`src/verilog/usr_consts.vh`:
```
// Notes on behaviour
// - writes to activity status are ignored
// - active flag sets on valid start bit
// - active flag clears itself on idle line
// - ninth received bit shown at control bit 7
// - control bit 6 sent as ninth bit
// - ninth transmit bit holds between data writes
// - single-wire mode lets bit 5 steer pin
// - overrun flag and enable raise request
// - noise flag and enable raise request
// - framing flag and enable raise request
// - parity flag and enable raise request
// - data address splits receive and transmit buffers
// - data reads take part in flag clearing
// - clear needs status read, then data read
// - overrun when buffer full, new character dropped
// - noise flag sets with buffer full flag
// - framing flag sets with buffer full flag
`ifndef USR_CONSTS_VH
`define USR_CONSTS_VH

`define USR_ADDR_W          3
`define USR_DATA_W          8

`define USR_OFS_STATUS_ONE  3'h0
`define USR_OFS_ACTIVITY    3'h1
`define USR_OFS_CTRL_NINTH  3'h2
`define USR_OFS_DATA        3'h3
`define USR_OFS_MODE        3'h4

`define USR_S1_TX_EMPTY     7
`define USR_S1_TX_COMPLETE  6
`define USR_S1_RX_FULL      5
`define USR_S1_IDLE         4
`define USR_S1_OVERRUN      3
`define USR_S1_NOISE        2
`define USR_S1_FRAMING      1
`define USR_S1_PARITY       0
`define USR_RX_FLAGS_W      6

`define USR_S2_ACTIVE       0

`define USR_C3_RX_NINTH     7
`define USR_C3_TX_NINTH     6
`define USR_C3_PIN_DIR      5
`define USR_C3_OVR_IE       3
`define USR_C3_NOISE_IE     2
`define USR_C3_FRAME_IE     1
`define USR_C3_PARITY_IE    0

`define USR_MODE_NINE_BIT   0
`define USR_MODE_LOOPBACK   1
`define USR_MODE_RX_SOURCE  2

`define USR_RST_CTRL        8'h00
`define USR_RST_DATA        8'h00
`define USR_RST_MODE        8'h00

`endif

```
`src/verilog/usr_regs.v`:
```
// Decided for this implementation: the register offsets and the strobed register port.
`timescale 1ns/1ps
`include "usr_consts.vh"
module usr_regs (
    clk,
    reset,
    addr,
    wdata,
    wr,
    rd,
    rdata,
    rx_start_detect,
    rx_idle_detect,
    rx_char_valid,
    rx_char_data,
    rx_char_noise,
    rx_char_framing,
    rx_char_parity,
    tx_word,
    tx_word_valid,
    tx_word_taken,
    tx_shifter_idle,
    tx_serial,
    rxd_pin,
    txd_pin_in,
    txd_pin_out,
    txd_pin_oe_n,
    rx_serial,
    nine_bit_mode,
    error_irq
);
    input  wire [`USR_ADDR_W-1:0] addr;
    input  wire                   clk;
    input  wire                   reset;
    input  wire [`USR_DATA_W-1:0] wdata;
    input  wire                   wr;
    input  wire                   rd;
    output reg  [`USR_DATA_W-1:0] rdata;
    input  wire                   rx_start_detect;
    input  wire                   rx_idle_detect;
    input  wire                   rx_char_valid;
    input  wire [8:0]             rx_char_data;
    input  wire                   rx_char_noise;
    input  wire                   rx_char_framing;
    input  wire                   rx_char_parity;
    output reg  [8:0]             tx_word;
    output wire                   tx_word_valid;
    input  wire                   tx_word_taken;
    input  wire                   tx_shifter_idle;
    input  wire                   tx_serial;
    input  wire                   rxd_pin;
    input  wire                   txd_pin_in;
    output wire                   txd_pin_out;
    output wire                   txd_pin_oe_n;
    output wire                   rx_serial;
    output wire                   nine_bit_mode;
    output wire                   error_irq;

    // control register fields
    reg                           tx_ninth_bit;
    reg                           single_wire_pin_direction;
    reg                           overrun_irq_enable;
    reg                           noise_irq_enable;
    reg                           framing_irq_enable;
    reg                           parity_irq_enable;

    // mode register fields
    reg                           nine_bit_sel;
    reg                           loopback_select;
    reg                           receiver_source_select;

    // transmit buffer state
    reg                           tx_full;

    // receive side state
    wire [7:0]                    rx_data;
    wire                          rx_ninth_bit;
    wire [`USR_RX_FLAGS_W-1:0]    rx_flags;
    wire                          receiver_active_flag;

    // decoded accesses
    wire                          status_read;
    wire                          data_read;
    wire                          data_write;
    wire                          ctrl_write;
    wire                          mode_write;

    // single-wire steering
    wire                          single_wire;
    wire                          pin_driven;

    // assembled read values
    reg  [`USR_DATA_W-1:0]        next_rdata;
    wire [`USR_DATA_W-1:0]        status_one_value;
    wire [`USR_DATA_W-1:0]        activity_value;
    wire [`USR_DATA_W-1:0]        ctrl_value;
    wire [`USR_DATA_W-1:0]        mode_value;

    // reset images, so single fields can be picked out of them
    localparam [`USR_DATA_W-1:0]  rst_ctrl = `USR_RST_CTRL;
    localparam [`USR_DATA_W-1:0]  rst_mode = `USR_RST_MODE;

    assign status_read = rd && (addr == `USR_OFS_STATUS_ONE);
    assign data_read   = rd && (addr == `USR_OFS_DATA);
    assign data_write  = wr && (addr == `USR_OFS_DATA);
    assign ctrl_write  = wr && (addr == `USR_OFS_CTRL_NINTH);
    assign mode_write  = wr && (addr == `USR_OFS_MODE);

    usr_rx_flags u_rx_flags (
        .clk                  (clk),
        .reset                (reset),
        .start_detect         (rx_start_detect),
        .idle_detect          (rx_idle_detect),
        .char_valid           (rx_char_valid),
        .char_data            (rx_char_data),
        .char_noise           (rx_char_noise),
        .char_framing         (rx_char_framing),
        .char_parity          (rx_char_parity),
        .status_read          (status_read),
        .data_read            (data_read),
        .rx_data              (rx_data),
        .rx_ninth_bit         (rx_ninth_bit),
        .rx_flags             (rx_flags),
        .receiver_active_flag (receiver_active_flag)
    );

    // control register writes; receive ninth bit is read only
    always @(posedge clk or posedge reset) begin
        if (reset) begin
            tx_ninth_bit              <= rst_ctrl[`USR_C3_TX_NINTH];
            single_wire_pin_direction <= rst_ctrl[`USR_C3_PIN_DIR];
            overrun_irq_enable        <= rst_ctrl[`USR_C3_OVR_IE];
            noise_irq_enable          <= rst_ctrl[`USR_C3_NOISE_IE];
            framing_irq_enable        <= rst_ctrl[`USR_C3_FRAME_IE];
            parity_irq_enable         <= rst_ctrl[`USR_C3_PARITY_IE];
        end else if (ctrl_write) begin
            // held until software rewrites it
            tx_ninth_bit              <= wdata[`USR_C3_TX_NINTH];
            single_wire_pin_direction <= wdata[`USR_C3_PIN_DIR];
            overrun_irq_enable        <= wdata[`USR_C3_OVR_IE];
            noise_irq_enable          <= wdata[`USR_C3_NOISE_IE];
            framing_irq_enable        <= wdata[`USR_C3_FRAME_IE];
            parity_irq_enable         <= wdata[`USR_C3_PARITY_IE];
        end
    end

    // mode register writes
    always @(posedge clk or posedge reset) begin
        if (reset) begin
            nine_bit_sel           <= rst_mode[`USR_MODE_NINE_BIT];
            loopback_select        <= rst_mode[`USR_MODE_LOOPBACK];
            receiver_source_select <= rst_mode[`USR_MODE_RX_SOURCE];
        end else if (mode_write) begin
            nine_bit_sel           <= wdata[`USR_MODE_NINE_BIT];
            loopback_select        <= wdata[`USR_MODE_LOOPBACK];
            receiver_source_select <= wdata[`USR_MODE_RX_SOURCE];
        end
    end

    assign nine_bit_mode = nine_bit_sel;

    // transmit buffer: write only half of the data address
    always @(posedge clk or posedge reset) begin
        if (reset) begin
            tx_word <= {1'b0, `USR_RST_DATA};
            tx_full <= 1'b0;
        end else begin
            if (data_write) begin
                // whole nine-bit value captured at the data write
                tx_word <= {nine_bit_sel & tx_ninth_bit, wdata};
                tx_full <= 1'b1;
            end else if (tx_word_taken) begin
                tx_full <= 1'b0;
            end
        end
    end

    assign tx_word_valid = tx_full;

    // single-wire and loopback routing
    assign single_wire  = loopback_select && receiver_source_select;
    assign pin_driven   = !single_wire || single_wire_pin_direction;
    assign txd_pin_oe_n = !pin_driven;
    assign txd_pin_out  = tx_serial;
    assign rx_serial    = single_wire     ? txd_pin_in :
                          loopback_select ? tx_serial  :
                                            rxd_pin;

    // merged error request
    assign error_irq =
        (rx_flags[`USR_S1_OVERRUN] && overrun_irq_enable) ||
        (rx_flags[`USR_S1_NOISE]   && noise_irq_enable)   ||
        (rx_flags[`USR_S1_FRAMING] && framing_irq_enable) ||
        (rx_flags[`USR_S1_PARITY]  && parity_irq_enable);

    // read values
    assign status_one_value = {!tx_full,
                               tx_shifter_idle && !tx_full,
                               rx_flags};
    assign activity_value   = {{(`USR_DATA_W-1){1'b0}},
                               receiver_active_flag};
    // reading this register clears nothing
    assign ctrl_value       = {nine_bit_sel & rx_ninth_bit,
                               tx_ninth_bit,
                               single_wire_pin_direction,
                               1'b0,
                               overrun_irq_enable,
                               noise_irq_enable,
                               framing_irq_enable,
                               parity_irq_enable};
    assign mode_value       = {5'h00,
                               receiver_source_select,
                               loopback_select,
                               nine_bit_sel};

    always @* begin
        next_rdata = {`USR_DATA_W{1'b0}};
        if (rd) begin
            case (addr)
                `USR_OFS_STATUS_ONE: next_rdata = status_one_value;
                `USR_OFS_ACTIVITY:   next_rdata = activity_value;
                `USR_OFS_CTRL_NINTH: next_rdata = ctrl_value;
                `USR_OFS_DATA:       next_rdata = rx_data;
                `USR_OFS_MODE:       next_rdata = mode_value;
                default:             next_rdata = {`USR_DATA_W{1'b0}};
            endcase
        end
    end

    // read data stand only in the cycle after the strobe;
    // activity register has no write path at all
    always @(posedge clk or posedge reset) begin
        if (reset) begin
            rdata <= {`USR_DATA_W{1'b0}};
        end else begin
            rdata <= next_rdata;
        end
    end
endmodule // usr_regs

```
`src/verilog/usr_rx_flags.v`:
```
`timescale 1ns/1ps
`include "usr_consts.vh"
module usr_rx_flags (
    clk,
    reset,
    start_detect,
    idle_detect,
    char_valid,
    char_data,
    char_noise,
    char_framing,
    char_parity,
    status_read,
    data_read,
    rx_data,
    rx_ninth_bit,
    rx_flags,
    receiver_active_flag
);
    input  wire                       clk;
    input  wire                       reset;
    input  wire                       start_detect;
    input  wire                       idle_detect;
    input  wire                       char_valid;
    input  wire [8:0]                 char_data;
    input  wire                       char_noise;
    input  wire                       char_framing;
    input  wire                       char_parity;
    input  wire                       status_read;
    input  wire                       data_read;
    output reg  [7:0]                 rx_data;
    output reg                        rx_ninth_bit;
    output reg  [`USR_RX_FLAGS_W-1:0] rx_flags;
    output reg                        receiver_active_flag;

    reg  [`USR_RX_FLAGS_W-1:0] armed;
    reg  [`USR_RX_FLAGS_W-1:0] next_set;
    reg                        idle_allowed;
    wire [`USR_RX_FLAGS_W-1:0] clear_now;
    wire                       accept;

    assign clear_now = data_read ? armed : {`USR_RX_FLAGS_W{1'b0}};
    assign accept    = char_valid && !rx_flags[`USR_S1_RX_FULL];

    always @* begin
        next_set = {`USR_RX_FLAGS_W{1'b0}};
        if (char_valid && !accept) begin
            next_set[`USR_S1_OVERRUN] = 1'b1;
        end
        if (accept) begin
            next_set[`USR_S1_RX_FULL] = 1'b1;
            next_set[`USR_S1_NOISE]   = char_noise;
            next_set[`USR_S1_FRAMING] = char_framing;
            next_set[`USR_S1_PARITY]  = char_parity;
        end
        if (idle_detect && idle_allowed) begin
            next_set[`USR_S1_IDLE] = 1'b1;
        end
    end

    always @(posedge clk or posedge reset) begin
        if (reset) begin
            rx_flags             <= {`USR_RX_FLAGS_W{1'b0}};
            armed                <= {`USR_RX_FLAGS_W{1'b0}};
            idle_allowed         <= 1'b0;
            rx_data              <= `USR_RST_DATA;
            rx_ninth_bit         <= 1'b0;
            receiver_active_flag <= 1'b0;
        end else begin
            // set wins over a clear in the same cycle
            rx_flags <= (rx_flags & ~clear_now) | next_set;
            if (data_read) begin
                armed <= {`USR_RX_FLAGS_W{1'b0}};
            end else if (status_read) begin
                armed <= rx_flags;
            end
            if (accept) begin
                rx_data      <= char_data[7:0];
                rx_ninth_bit <= char_data[8];
            end
            if (next_set[`USR_S1_RX_FULL]) begin
                idle_allowed <= 1'b1;
            end else if (next_set[`USR_S1_IDLE]) begin
                idle_allowed <= 1'b0;
            end
            if (start_detect) begin
                receiver_active_flag <= 1'b1;
            end else if (idle_detect) begin
                receiver_active_flag <= 1'b0;
            end
        end
    end
endmodule // usr_rx_flags

```
`config.mk`:
```
export PLATFORM = sky130hd
export DESIGN_NAME = usr_regs
export DESIGN_NICKNAME = d
export VERILOG_FILES = /design/src/verilog/usr_regs.v /design/src/verilog/usr_rx_flags.v
export VERILOG_INCLUDE_DIRS = /design/src /design/src/verilog
export SDC_FILE = /design/constraint.sdc
export NUM_CORES = 1
export LEC_CHECK = 0
export BUFFER_PORTS_ARGS = -buffer_cell sky130_fd_sc_hd__buf_4
export CORE_UTILIZATION = 50
export CTS_BUF_LIST = sky130_fd_sc_hd__clkbuf_16
export DETAILED_ROUTE_END_ITERATION = 6
export MAX_ROUTING_LAYER = met4
export PLACE_DENSITY = 0.86
export SYNTH_ARGS = -nofsm -noshare
export SYNTH_HDL_FRONTEND = slang
export SYNTH_SLANG_ARGS = --single-unit
```
`constraint.sdc`:
```
create_clock -name clk -period 2.1 [get_ports clk]
set_input_delay 0.42 -clock clk [delete_from_list [all_inputs] [get_ports clk]]
set_output_delay 0.42 -clock clk [all_outputs]
set_load 0.03 [all_outputs]
```
After elaboration in Yosys (flattened, before gate mapping)
Cells that the tools add are included.

Output and inout port bits: 23. Register bits after elaboration: 50. Word-level logic and storage cells: 72.

Equality and inequality tests: 4. Reductions and logical operators: 28. Bitwise gates (word level): 5. Mux-type cells: 17.

Operators with widths (number): $pmux 8 s5 (1); $mux 6 (3); $logic_and 1x1->1 (14); $mux 1 (11); $mux 8 (1); $reduce_bool 2->1 (4); $and 6x6->6 (1); $eq 3x2->1 const B (2); $not 6->6 (1); $or 6x6->6 (1); $logic_not 1->1 (5); $logic_or 1x1->1 (4); $eq 3x1->1 const B (1); $eq 3x3->1 const B (1); $logic_not 3->1 (1); $mux 3 (1); $and 1x1->1 (2).

Longest topological paths before layout
Gate-level depths: netlist of run 1.

Word-level depth: 6. Depth in mapped cells: 5.

Cells and area by module
Synthesis of run 1 repeated with hierarchy kept, for this count alone.

Cell total of the unflattened synthesis: 167. Area, all modules: 2244.7 µm².

By module, submodules not included: usr_regs (instances 1, cells each 103, sequential area each 675.6 µm², area an instance 1332.5 µm²); usr_rx_flags (instances 1, cells each 64, sequential area each 575.6 µm², area an instance 912.1 µm²).

Worst setup path before layout of run 1
Ideal clock, no wire load.

Path kind: register to output. Start point: reg receiver_source_select. End point: out rx_serial. Path slack: 0.660 ns. Cell stages (with the launch flop): 3. Data arrival time: 1.020 ns. Data required time: 1.680 ns. Path through: dfrtp_1 mux2i_1 a21oi_1.

Word-level cells in the longest chain between the ends: 2.

RTL lines: start, declared (RTL line usr_regs.v:70) `reg receiver_source_select;`; start signal, assigned (RTL line usr_regs.v:152) `` receiver_source_select <= rst_mode[`USR_MODE_RX_SOURCE]; ``; start signal, assigned (RTL line usr_regs.v:156) `` receiver_source_select <= wdata[`USR_MODE_RX_SOURCE]; ``; $logic_and 1x1->1 (RTL line usr_regs.v:181) `assign single_wire = loopback_select && receiver_source_select;`; $mux 1 (RTL line usr_regs.v:185) `assign rx_serial = single_wire ? txd_pin_in :`; end, declared (RTL line usr_regs.v:55) `output wire rx_serial;`.

Every way passes these cells.

Worst setup path after layout of run 1
Start point: reg u_rx_flags.rx_flags[1]. End point: out error_irq.

Word-level cells in the longest chain between the ends: 3.

RTL lines: start, declared (RTL line usr_rx_flags.v:33) `` output reg [`USR_RX_FLAGS_W-1:0] rx_flags; ``; start signal, assigned (RTL line usr_rx_flags.v:63) `` rx_flags <= {`USR_RX_FLAGS_W{1'b0}}; ``; start signal, assigned (RTL line usr_rx_flags.v:71) `rx_flags <= (rx_flags & ~clear_now) | next_set;`; $logic_and 1x1->1 (RTL line usr_regs.v:193) `` (rx_flags[`USR_S1_FRAMING] && framing_irq_enable) || ``; $logic_or 1x1->1 (2 in series) (RTL line usr_regs.v:191) `` (rx_flags[`USR_S1_OVERRUN] && overrun_irq_enable) || ``; end, declared (RTL line usr_regs.v:57) `output wire error_irq;`.

Every way passes these cells.

==> results_tabular.tex, run 1 <==
\begin{tabular}{lr}
\hline
Metric & Value \\
\hline
\multicolumn{2}{l}{\textbf{Setup path}} \\
Startpoint of the worst setup timing path & u\_rx\_flags.rx\_flags[1] \\
Critical Path AT & 1170 ps \\
Setup CP Type & flop to output pin \\
Worst reg-to-reg path cell count & 3 \\
Critical Path Source Type & flop \\
Highest-delay cell along the critical path & sky130\_fd\_sc\_hd\_\_dfrtp\_1 \\
End point of the critical path & error\_irq \\
Cell Chain, Critical Path & a22oi\_1, nand2\_1, buf\_4 \\
Required time of the critical path & 1680 ps \\
Maximum fanout encountered on the critical timing path & 4 \\
Crit Reg-Reg Endpoint & u\_rx\_flags.rx\_data[3] \\
Reg-to-reg slack, setup & 700 ps \\
Worst r2r src & u\_rx\_flags.rx\_flags[5] \\
Kind of capture point of the worst setup path & output pin \\
Max incr delay on CP & 420 ps \\
\multicolumn{2}{l}{\textbf{Layout}} \\
Net count of the finished layout & 267 \\
Most frequent cells in the layout & sky130\_fd\_sc\_hd\_\_buf\_4 (61), sky130\_fd\_sc\_hd\_\_dfrtp\_1 (50), sky130\_fd\_sc\_hd\_\_mux2\_2 (25) \\
Final antenna diode count & 0 \\
Most common library cell in the layout ignoring fill and taps & sky130\_fd\_sc\_hd\_\_buf\_4 \\
Synthesis-to-finish area growth & 27.9\% \\
Filler Cell Count & 321 \\
Ratio of cells with drive above 1 in the final layout & 45.9\% \\
Final cell area excluding filler cells & 2830 um2 \\
\multicolumn{2}{l}{\textbf{Placement}} \\
Placed Area & 2660 um2 \\
Gp weighted congestion & 0.865 \\
HPWL after DPL & 3.40 mm \\
Port buffer count & 57 \\
\multicolumn{2}{l}{\textbf{STA}} \\
Hold violation total from the final report & 0 \\
Final worst path period share & 75.9\% \\
Fin Clk Skew & 6.01 ps \\
Final hold slack & 117 ps \\
Endpoints failing setup & 0 \\
Fmax & 627 MHz \\
Pin slew with the least headroom to its limit & 500 ps \\
Sum of negative setup slack & 0 ps \\
Unrepaired setup endpoints after global routing & false \\
Max-slew violations & 0 \\
Slew headroom & 66.6\% \\
Crit path time final & 1590 ps \\
\multicolumn{2}{l}{\textbf{Die}} \\
CORE AREA & 4120 um2 \\
Die area & 4690 um2 \\
Number of top-level design ports & 58 \\
Initial Utilization & 53.8\% \\
Chip height & 68.5 um \\
Number of rows created at floorplan & 23 \\
Die X & 68.5 um \\
\multicolumn{2}{l}{\textbf{Pwr}} \\
Power density over the cells & 1080 nW/um2 \\
Worst vdd ir & 844 uV \\
Leakage Power & 1.34 nW \\
\multicolumn{2}{l}{\textbf{Clock network}} \\
Total clock buffers created by CTS & 5 \\
Library cell used as clock root buffer & sky130\_fd\_sc\_hd\_\_clkbuf\_16 \\
Deepest level of the CTS H-tree & 2 \\
Clock Pin Slew Worst Setup and Hold Paths & 70 ps \\
Post-CTS Setup Bufs & 0 \\
Maximum clock insertion buffer count & 2 \\
Clk sinks & 50 \\
Insertion delay of the later-clocked pin in the worst-skew pair & 290 ps \\
Post-CTS Resized & 0 \\
Clock tree from TritonCTS & yes \\
CTS Hold Bufs & 0 \\
\multicolumn{2}{l}{\textbf{Global route}} \\
Met3 demand-to-capacity share in global routing & 6.41\% \\
Global-route congestion overflow total & 0 \\
Via count of the first global-routing pass & 1559 \\
Total global routing track utilization & 23.8\% \\
M1 GR Usage & 31.0\% \\
Global-route wire length before repair & 7.61 mm \\
GR peak layer & met2 \\
Global routing met2 resource utilization & 34.9\% \\
Largest net degree at the start of global routing & 29 \\
Antenna violations before repair & 0 \\
\multicolumn{2}{l}{\textbf{Logic synthesis}} \\
Ys Warns & 0 \\
\#FFs+latches synth & 50 \\
Library cells used by synthesis & 33 \\
Sequential element share of the synthesized area & 56.6\% \\
Cells after Synth & 174 \\
Nets in the synthesized netlist & 209 \\
Async set or reset register ratio after synthesis & 100\% \\
Prevailing post-synth register cell & sky130\_fd\_sc\_hd\_\_dfrtp\_1 \\
Synthesized area per cell & 12.7 um2 \\
Cell Area, Synth & 2210 um2 \\
Count of flip-flops with a built-in enable after synthesis & 0 \\
\multicolumn{2}{l}{\textbf{Min path}} \\
Class of the tightest hold or removal check & input pin to asynchronous set/reset pin \\
\multicolumn{2}{l}{\textbf{Status}} \\
Run status & complete, no violations \\
\multicolumn{2}{l}{\textbf{Run}} \\
Number of violations of the max-capacitance limit & 0 \\
\multicolumn{2}{l}{\textbf{Drt}} \\
Routed length per placed instance & 16.8 um \\
Vias per cell & 5.70 \\
Overall routed net length & 4.77 mm \\
Count of unresolved DRC violations after routing & 0 \\
Via count & 1614 \\
DRT iter0 DRCs & 116 \\
Post-detailed-route count of antenna-violating nets & 0 \\
TritonRoute pass-1 iters & 4 \\
\hline
\end{tabular}
==> flip-flops by register name (all words and copies together) (netlist names), 6 cells and up <==
register / count
u_rx_flags.armed: 6
tx_word: 9
rdata: 8
u_rx_flags.rx_data: 8
u_rx_flags.rx_flags: 6
==> cell usage after synthesis (all sizes together) (2+ instances only) <==
library cell | count | area share [%]
a21o | 2 | 0.68
a21oi | 8 | 1.8
a22o | 5 | 2.0
a22oi | 9 | 3.1
a311oi | 2 | 0.79
a31oi | 2 | 0.57
and3 | 3 | 0.85
buf | 9 | 3.1
dfrtp | 50 | 57
inv | 6 | 1.0
mux2 | 31 | 17
nand2 | 15 | 2.5
nand3 | 6 | 1.4
nor2 | 5 | 1.2
o21ai | 3 | 0.68
o2bb2ai | 6 | 2.4
==> worst max-delay path, delay by kind of cell (launching register included) <==
kind                   cells  cell delay (ps)
AO/OA/AOI/OAI              1              210
AND/OR/NAND/NOR            1               80
flip-flops                 1              420
buffers and inverters      1              170
==> cell families after synthesis <==
logic type      synth area share [%]
flops                           56.6
compound gates                  12.9
buf+inv                         4.30
simple gates                    8.99
mux                             17.3
==> metal layers <==
metal  vias to the layer above  share of wire (%)
met3                         9                6.1
met5                         -                  0
li1                        750                  -
met1                       783                 44
met4                         0                1.7
met2                        72                 48
==> final cells by class <==
cell class                      count  area [um2]  area share [%]
Inverter                            6        22.5           0.796
Clock buffer                        5         125            4.42
Timing Repair Buffer               61         458            16.2
Tap cell                           50        62.6            2.21
Sequential cell                    50        1250            44.2
Multi-Input combinational cell    108         866            30.6
Clock inverter                      3        43.8            1.55
==> through the flow <==
step           util, %  power, mW  std cells  setup WS (ps)
6_report          68.7       3.05        283            506
3_5_place_dp      64.6       2.14        275            554
2_1_floorplan        -       1.87        174            479
4_1_cts           68.7       3.07        283            505
3_3_place_gp      64.6       2.12        275            598
5_1_grt           68.7       3.19        283            451
==> worst min-delay path by stage <==
stage / from / to / slack [ps] / cells past startpoint
finish: reset / tx_word[1] / 120 / 2
global route: reset / u_rx_flags.rx_flags[5] / 140 / 2
CTS: reset / u_rx_flags.rx_flags[5] / 120 / 2
detailed placement: reset / tx_word[5] / 430 / 2
global placement: reset / tx_word[5] / 430 / 2
floorplan: u_rx_flags.receiver_active_flag / u_rx_flags.receiver_active_flag / 440 / 1
==> power breakdown <==
part           switching [mW]  internal, mW
logic                   0.350         0.388
clock network           0.352         0.564
registers               0.184          1.21
total                   0.887          2.16
(Power assumes the default switching activity.)
==> run 2: changes to the inputs <==
- CORE_UTILIZATION: 50 -> 47
- PLACE_DENSITY: 0.86 -> 0.85
- clock period: 2.1 -> 1.4 ns (I/O delays scaled with it)
==> run 2 against run 1 <==
Against the previous run: largest power group unchanged; utilization shrank 2.7 points; global-route usage shrank 0.79 points; the flow now finishes with violations (DRC, setup timing); wire length grew 5.5%; combinational power grew 71%; via count grew 2.8%; setup slack lost 520 ps; power grew 48%.
==> results_tabular.tex, run 2 (synthesized netlist as in run 1, its figures left out) <==
\begin{tabular}{lr}
\hline
Metric & Value \\
\hline
\multicolumn{2}{l}{\textbf{STA}} \\
Max-slew violations & 0 (unchanged) \\
Fmax & 705 MHz \\
Pin slew with the least headroom to its limit & 397 ps (-103 ps) \\
Fin Clk Skew & 5.35 ps (-0.659 ps) \\
Final worst path period share & 101\% \\
Crit path time final & 1420 ps \\
Hold violation total from the final report & 0 (unchanged) \\
Sum of negative setup slack & -17.9 ps (-17.9 ps) \\
Unrepaired setup endpoints after global routing & true \\
Endpoints failing setup & 2 (+2) \\
Worst setup margin & -17.8 ps (-524 ps) \\
Slew headroom & 73.3\% (+6.7 points) \\
\multicolumn{2}{l}{\textbf{Status}} \\
Failing checks & DRC, setup timing \\
Run status & finished with violations \\
\multicolumn{2}{l}{\textbf{Layout}} \\
Max reg flops & 9 (unchanged) \\
Utilization after layout & 66.1\% (-2.7 points) \\
Synthesis-to-finish area growth & 32.7\% \\
Filler Cell Count & 349 (+8.7\%) \\
Ratio of cells with drive above 1 in the final layout & 49.4\% (+3.5 points) \\
Final antenna diode count & 0 (unchanged) \\
Net count of the finished layout & 281 (+5.2\%) \\
Non-filler instance count after layout & 299 (+5.7\%) \\
Most frequent cells in the layout & sky130\_fd\_sc\_hd\_\_buf\_4 (73), sky130\_fd\_sc\_hd\_\_dfrtp\_1 (49), sky130\_fd\_sc\_hd\_\_mux2\_2 (25) \\
Most common library cell in the layout ignoring fill and taps & sky130\_fd\_sc\_hd\_\_buf\_4 \\
Top Registers & tx\_word x9, rdata x8, u\_rx\_flags.rx\_data x8 \\
Largest reg by FF count & tx\_word \\
\multicolumn{2}{l}{\textbf{Drt}} \\
DRT iter0 DRCs & 144 (+24\%) \\
TritonRoute pass-1 iters & 6 (+2) \\
Post-detailed-route count of antenna-violating nets & 0 (unchanged) \\
Overall routed net length & 5.03 mm (+5.5\%) \\
Routed length per placed instance & 16.8 um (-0.17\%) \\
Vias per cell & 5.55 (-2.7\%) \\
Via count & 1659 (+2.8\%) \\
Count of unresolved DRC violations after routing & 5 (+5) \\
\multicolumn{2}{l}{\textbf{Clock network}} \\
Deepest level of the CTS H-tree & 2 (unchanged) \\
Clock Pin Slew Worst Setup and Hold Paths & 60 ps (about the same) \\
Clock tree from TritonCTS & yes \\
Insertion delay of the later-clocked pin in the worst-skew pair & 290 ps (about the same) \\
CTS Hold Bufs & 0 (unchanged) \\
Library cell used as clock root buffer & sky130\_fd\_sc\_hd\_\_clkbuf\_16 \\
Maximum clock insertion buffer count & 2 (unchanged) \\
Clk sinks & 50 (unchanged) \\
Total clock buffers created by CTS & 5 (unchanged) \\
\multicolumn{2}{l}{\textbf{Setup path}} \\
Kind of capture point of the worst setup path & output pin \\
Maximum fanout encountered on the critical timing path & 2 (-2) \\
Required time of the critical path & 1120 ps (-560 ps) \\
Startpoint of the worst setup timing path & u\_rx\_flags.rx\_flags[1] \\
Worst r2r src & u\_rx\_flags.rx\_flags[0] \\
Max incr delay on CP & 410 ps (about the same) \\
Critical Path Source Type & flop \\
Setup CP Type & flop to output pin \\
Critical Path AT & 1140 ps (-30 ps) \\
Cell Chain, Critical Path & a22oi\_2, nand2\_1, buf\_6 \\
Highest-delay cell along the critical path & sky130\_fd\_sc\_hd\_\_dfrtp\_1 \\
\multicolumn{2}{l}{\textbf{Pwr}} \\
Reported net switching power & 1.36 mW (+53\%) \\
Internal power contribution & 3.14 mW (+45\%) \\
Power, Total & 4.50 mW (+48\%) \\
Clock Power Share & 25.4\% (-4.6 points) \\
Power density over the cells & 1530 nW/um2 (+42\%) \\
Sequential fraction of design power & 46.6\% (+0.9 points) \\
Switch share & 30.2\% (+1.1 points) \\
Leakage Power & 1.39 nW (+4.2\%) \\
Part of the power in combinational logic & 28.0\% (+3.8 points) \\
Worst vdd ir & 1000 uV (+19\%) \\
\multicolumn{2}{l}{\textbf{Global route}} \\
Global-route congestion overflow total & 0 (unchanged) \\
Total global routing track utilization & 23.0\% (-0.79 points) \\
Antenna violations before repair & 0 (unchanged) \\
Global-route wire length before repair & 8.34 mm (+9.5\%) \\
Via count of the first global-routing pass & 1682 (+7.9\%) \\
Largest net degree at the start of global routing & 51 (+76\%) \\
\multicolumn{2}{l}{\textbf{Min path}} \\
Class of the tightest hold or removal check & input pin to asynchronous set/reset pin \\
\multicolumn{2}{l}{\textbf{Die}} \\
Die area & 4990 um2 (+6.2\%) \\
Initial Utilization & 49.8\% (-4.0 points) \\
Die X & 70.6 um (+3.1\%) \\
CORE AREA & 4440 um2 (+8.0\%) \\
Number of top-level design ports & 58 (unchanged) \\
Number of rows created at floorplan & 24 (+4.3\%) \\
Chip height & 70.6 um (+3.1\%) \\
\multicolumn{2}{l}{\textbf{Placement}} \\
Inst Count DP & 284 (+3.3\%) \\
Minimum setup slack after placement & 99.1 ps (-455 ps) \\
Port buffer count & 57 (unchanged) \\
HPWL after DPL & 3.45 mm (+1.4\%) \\
Gp weighted congestion & 0.837 (-3.2\%) \\
\multicolumn{2}{l}{\textbf{Run}} \\
Number of violations of the max-capacitance limit & 0 (unchanged) \\
\hline
\end{tabular}
run 2: worst max-delay path: cells and delay by family (launching register included):
family | cells | cell delay [ps]
AND/OR/NAND/NOR | 1 | 100
buffers and inverters | 1 | 140
flip-flops | 1 | 410
AO/OA/AOI/OAI | 1 | 190
run 2: per-stage QoR:
step                      area (um2)  hold slack, ps
after floorplan                 2220             322
after global placement          2730             362
after detailed placement        2730             368
after CTS                       2920            62.2
after global routing            2940            80.0
final                           2940            45.0
run 2: timing repair:
item / in CTS / in global routing
gates resized for setup: 1 / 3
setup endpoints to repair: 2 / 3
buffers inserted: 6 / 1
cloned: 0 / 0
hold endpoints to repair: 0 / 0
pin swaps: 3 / 0
run 2: power groups by stage:
stage,sequential (mW),combinational [mW],clock [mW]
finish,2.10,1.26,1.14
global route,2.14,1.35,1.22
global placement,2.11,1.10,0
detailed placement,2.12,1.13,0
CTS,2.08,1.24,1.16
floorplan,2.19,0.614,0
run 2: final timing paths:
| kind | end | slack, ps | depth (start not counted) |
|---|---|---|---|
| max in group asynchronous | loopback_select | 1110 | 3 |
| min in group clk | tx_word_valid | 160 | 2 |
| setup / recovery | error_irq | -20 | 3 |
| hold / removal | tx_word[5] | 40 | 3 |
| setup reg to reg | rdata[0] | 180 | 4 |
| hold reg to reg | u_rx_flags.rx_flags[5] | 490 | 1 |
run 2: per-layer routing:
metal  global-route usage (%)  routed length (um)
met5                        -                   0
met4                     11.3                 131
met3                     3.85                 163
met2                     35.7                2490
met1                     29.6                2240
run 2: layout make-up:
| type | instances | area [um2] | share of cell area (%) |
|---|---|---|---|
| inverter | 6 | 26.3 | 0.895 |
| tap | 52 | 65.1 | 2.22 |
| clock buffer | 5 | 125 | 4.26 |
| sequential | 50 | 1250 | 42.7 |
| multi-input combinational | 108 | 876 | 29.8 |
| clock inverter | 3 | 12.5 | 0.426 |
| timing repair buffer | 75 | 579 | 19.7 |
==> run 3: changes to the inputs <==
- CORE_MARGIN: not set -> 2
==> run 3 against run 2 <==
Against the previous run: the run now ends clean; critical endpoint is now rx_serial; non-clock buffer count down 2; utilization down 0.48 points; critical path type unchanged; wire length down 0.62%; highest routed layer unchanged; sequential cell count unchanged; clock-buffer cell count unchanged.
==> results_tabular.tex, run 3 (synthesized netlist as in run 1, its figures left out) <==
\begin{tabular}{lr}
\hline
Metric & Value \\
\hline
\multicolumn{2}{l}{\textbf{Layout}} \\
Net count of the finished layout & 279 (-0.71\%) \\
Max reg flops & 9 (unchanged) \\
Ratio of cells with drive above 1 in the final layout & 48.4\% (-1.0 points) \\
Largest reg by FF count & tx\_word \\
Synthesis-to-finish area growth & 31.8\% \\
Most frequent cells in the layout & sky130\_fd\_sc\_hd\_\_buf\_4 (71), sky130\_fd\_sc\_hd\_\_dfrtp\_1 (50), sky130\_fd\_sc\_hd\_\_mux2\_2 (25) \\
Final antenna diode count & 0 (unchanged) \\
Most common library cell in the layout ignoring fill and taps & sky130\_fd\_sc\_hd\_\_buf\_4 \\
Top Registers & tx\_word x9, rdata x8, u\_rx\_flags.rx\_data x8 \\
Filler Cell Count & 342 (-2.0\%) \\
Final cell area excluding filler cells & 2920 um2 (-0.72\%) \\
\multicolumn{2}{l}{\textbf{Clock network}} \\
Clock tree from TritonCTS & yes \\
Total clock buffers created by CTS & 5 (unchanged) \\
Clk sinks & 50 (unchanged) \\
Library cell used as clock root buffer & sky130\_fd\_sc\_hd\_\_clkbuf\_16 \\
Deepest level of the CTS H-tree & 2 (unchanged) \\
CTS Hold Bufs & 0 (unchanged) \\
Clock Pin Slew Worst Setup and Hold Paths & 60 ps (about the same) \\
Insertion delay of the later-clocked pin in the worst-skew pair & 290 ps (about the same) \\
Maximum clock insertion buffer count & 2 (unchanged) \\
\multicolumn{2}{l}{\textbf{Setup path}} \\
Critical Path Source Type & flop \\
Family of cells with the greatest summed delay on the critical path & flip-flops \\
Kind of capture point of the worst setup path & output pin \\
Reg-to-reg slack, setup & 190 ps (about the same) \\
Maximum fanout encountered on the critical timing path & 2 (unchanged) \\
Highest-delay cell along the critical path & sky130\_fd\_sc\_hd\_\_dfrtp\_1 \\
Critical Path AT & 1110 ps (-30 ps) \\
Max incr delay on CP & 370 ps (-40 ps) \\
Combined buffer and inverter count along the critical path & 1 (unchanged) \\
Cell Chain, Critical Path & mux2i\_1, a21oi\_1, buf\_4 \\
Crit Reg-Reg Endpoint & u\_rx\_flags.rx\_data[3] \\
Worst reg-to-reg path cell count & 3 (-1) \\
Required time of the critical path & 1120 ps (about the same) \\
Setup CP Type & flop to output pin \\
Worst r2r src & u\_rx\_flags.rx\_flags[5] \\
\multicolumn{2}{l}{\textbf{Status}} \\
Run status & complete, no violations \\
\multicolumn{2}{l}{\textbf{Min path}} \\
Class of the tightest hold or removal check & input pin to asynchronous set/reset pin \\
\multicolumn{2}{l}{\textbf{Drt}} \\
Overall routed net length & 5.00 mm (-0.62\%) \\
Count of unresolved DRC violations after routing & 0 (-5) \\
Post-detailed-route count of antenna-violating nets & 0 (unchanged) \\
Via count & 1638 (-1.3\%) \\
TritonRoute pass-1 iters & 4 (-2) \\
Routed length per placed instance & 16.9 um (+0.39\%) \\
DRT iter0 DRCs & 134 (-6.9\%) \\
Vias per cell & 5.53 (-0.27\%) \\
\multicolumn{2}{l}{\textbf{STA}} \\
Crit path time final & 1390 ps (-25.7 ps) \\
Hold violation total from the final report & 0 (unchanged) \\
Fin Clk Skew & 5.95 ps (+0.593 ps) \\
Max-slew violations & 0 (unchanged) \\
Fmax & 718 MHz (+1.8\%) \\
Slew headroom & 71.8\% (-1.5 points) \\
Worst setup margin & 7.89 ps (+25.7 ps) \\
Final worst path period share & 99.4\% (-1.8 points) \\
Final hold slack & 38.6 ps (-6.34 ps) \\
Pin slew with the least headroom to its limit & 420 ps (+23.4 ps) \\
Endpoints failing setup & 0 (-2) \\
Sum of negative setup slack & 0 ps (+17.9 ps) \\
Unrepaired setup endpoints after global routing & true \\
\multicolumn{2}{l}{\textbf{Global route}} \\
Total global routing track utilization & 21.1\% (-1.8 points) \\
Largest net degree at the start of global routing & 51 (unchanged) \\
Via count of the first global-routing pass & 1582 (-5.9\%) \\
Global-route congestion overflow total & 0 (unchanged) \\
Global-route wire length before repair & 8.12 mm (-2.6\%) \\
Antenna violations before repair & 0 (unchanged) \\
\multicolumn{2}{l}{\textbf{Run}} \\
Number of violations of the max-capacitance limit & 0 (unchanged) \\
\multicolumn{2}{l}{\textbf{Placement}} \\
Port buffer count & 57 (unchanged) \\
Minimum setup slack after placement & 83.8 ps (-15.3 ps) \\
Placed Area & 2730 um2 (unchanged) \\
Gp weighted congestion & 0.840 (+0.29\%) \\
HPWL after DPL & 3.48 mm (+0.88\%) \\
\multicolumn{2}{l}{\textbf{Die}} \\
Number of rows created at floorplan & 24 (unchanged) \\
Chip height & 72.6 um (+2.8\%) \\
Die X & 72.6 um (+2.8\%) \\
Number of top-level design ports & 58 (unchanged) \\
Die area & 5270 um2 (+5.7\%) \\
Initial Utilization & 49.8\% (unchanged) \\
CORE AREA & 4440 um2 (unchanged) \\
\multicolumn{2}{l}{\textbf{Pwr}} \\
Power, Total & 4.44 mW (-1.4\%) \\
Leakage Power & 1.38 nW (-0.63\%) \\
Worst vdd ir & 1120 uV (+12\%) \\
Power density over the cells & 1520 nW/um2 (-0.72\%) \\
\hline
\end{tabular}
-- run 3: cell count changes in the layout (fill, tap and decap cells not counted) --
cell                       delta
sky130_fd_sc_hd__clkinv_2     -1
sky130_fd_sc_hd__dfrtp_1      +1
sky130_fd_sc_hd__clkinv_1     -1
sky130_fd_sc_hd__inv_1        +1
sky130_fd_sc_hd__buf_4        -2
sky130_fd_sc_hd__dfrtp_2      -1
-- run 3: worst max path at each step --
stage                           startpoint                     end  cells after the start
floorplan           receiver_source_select               rx_serial                      2
global placement                   addr[1]  u_rx_flags.rx_flags[4]                      4
detailed placement                 addr[1]         loopback_select                      4
CTS                 u_rx_flags.rx_flags[1]               error_irq                      3
global route        receiver_source_select               rx_serial                      3
finish              receiver_source_select               rx_serial                      3
-- run 3: where the power goes --
group	internal (mW)	switching [mW]	total, mW
sequential	1.82	0.281	2.10
combinational	0.657	0.563	1.22
clock	0.639	0.485	1.12
-- run 3: metrics by stage --
stage	util (%)	std cells
floorplan	-	174
global placement	61.5	284
detailed placement	61.5	284
CTS	65.3	296
global route	65.6	296
finish	65.6	296
-- run 3: what timing repair did --
item	in CTS	in global routing
pin swaps	1	0
gates resized for setup	0	3
setup endpoints to repair	2	3
buffers inserted	5	0
hold endpoints to repair	0	0
-- run 3: metal layers --
metal | vias up | GRT usage, % | wire length, um
met2 | 63 | 32.9 | 2540
li1 | 771 | - | -
met4 | 0 | 6.58 | 52
met5 | - | - | 0
met3 | 4 | 4.83 | 257
met1 | 800 | 27.7 | 2150
-- run 3: final cells by class --
cell class              instances  area (um2)  share of cell area (%)
inverters                       6        26.3                   0.901
well taps                      52        65.1                    2.23
repair buffers                 73         564                    19.4
flip-flops and latches         50        1250                    42.9
multi-input cells             108         876                    30.0
clock inverters                 2        7.51                   0.258
clock buffers                   5         125                    4.29
-- run 3: tightest hold or removal path, delay by kind of cell --
kind                   cells  cell delay [ps]
buffers and inverters      3              430
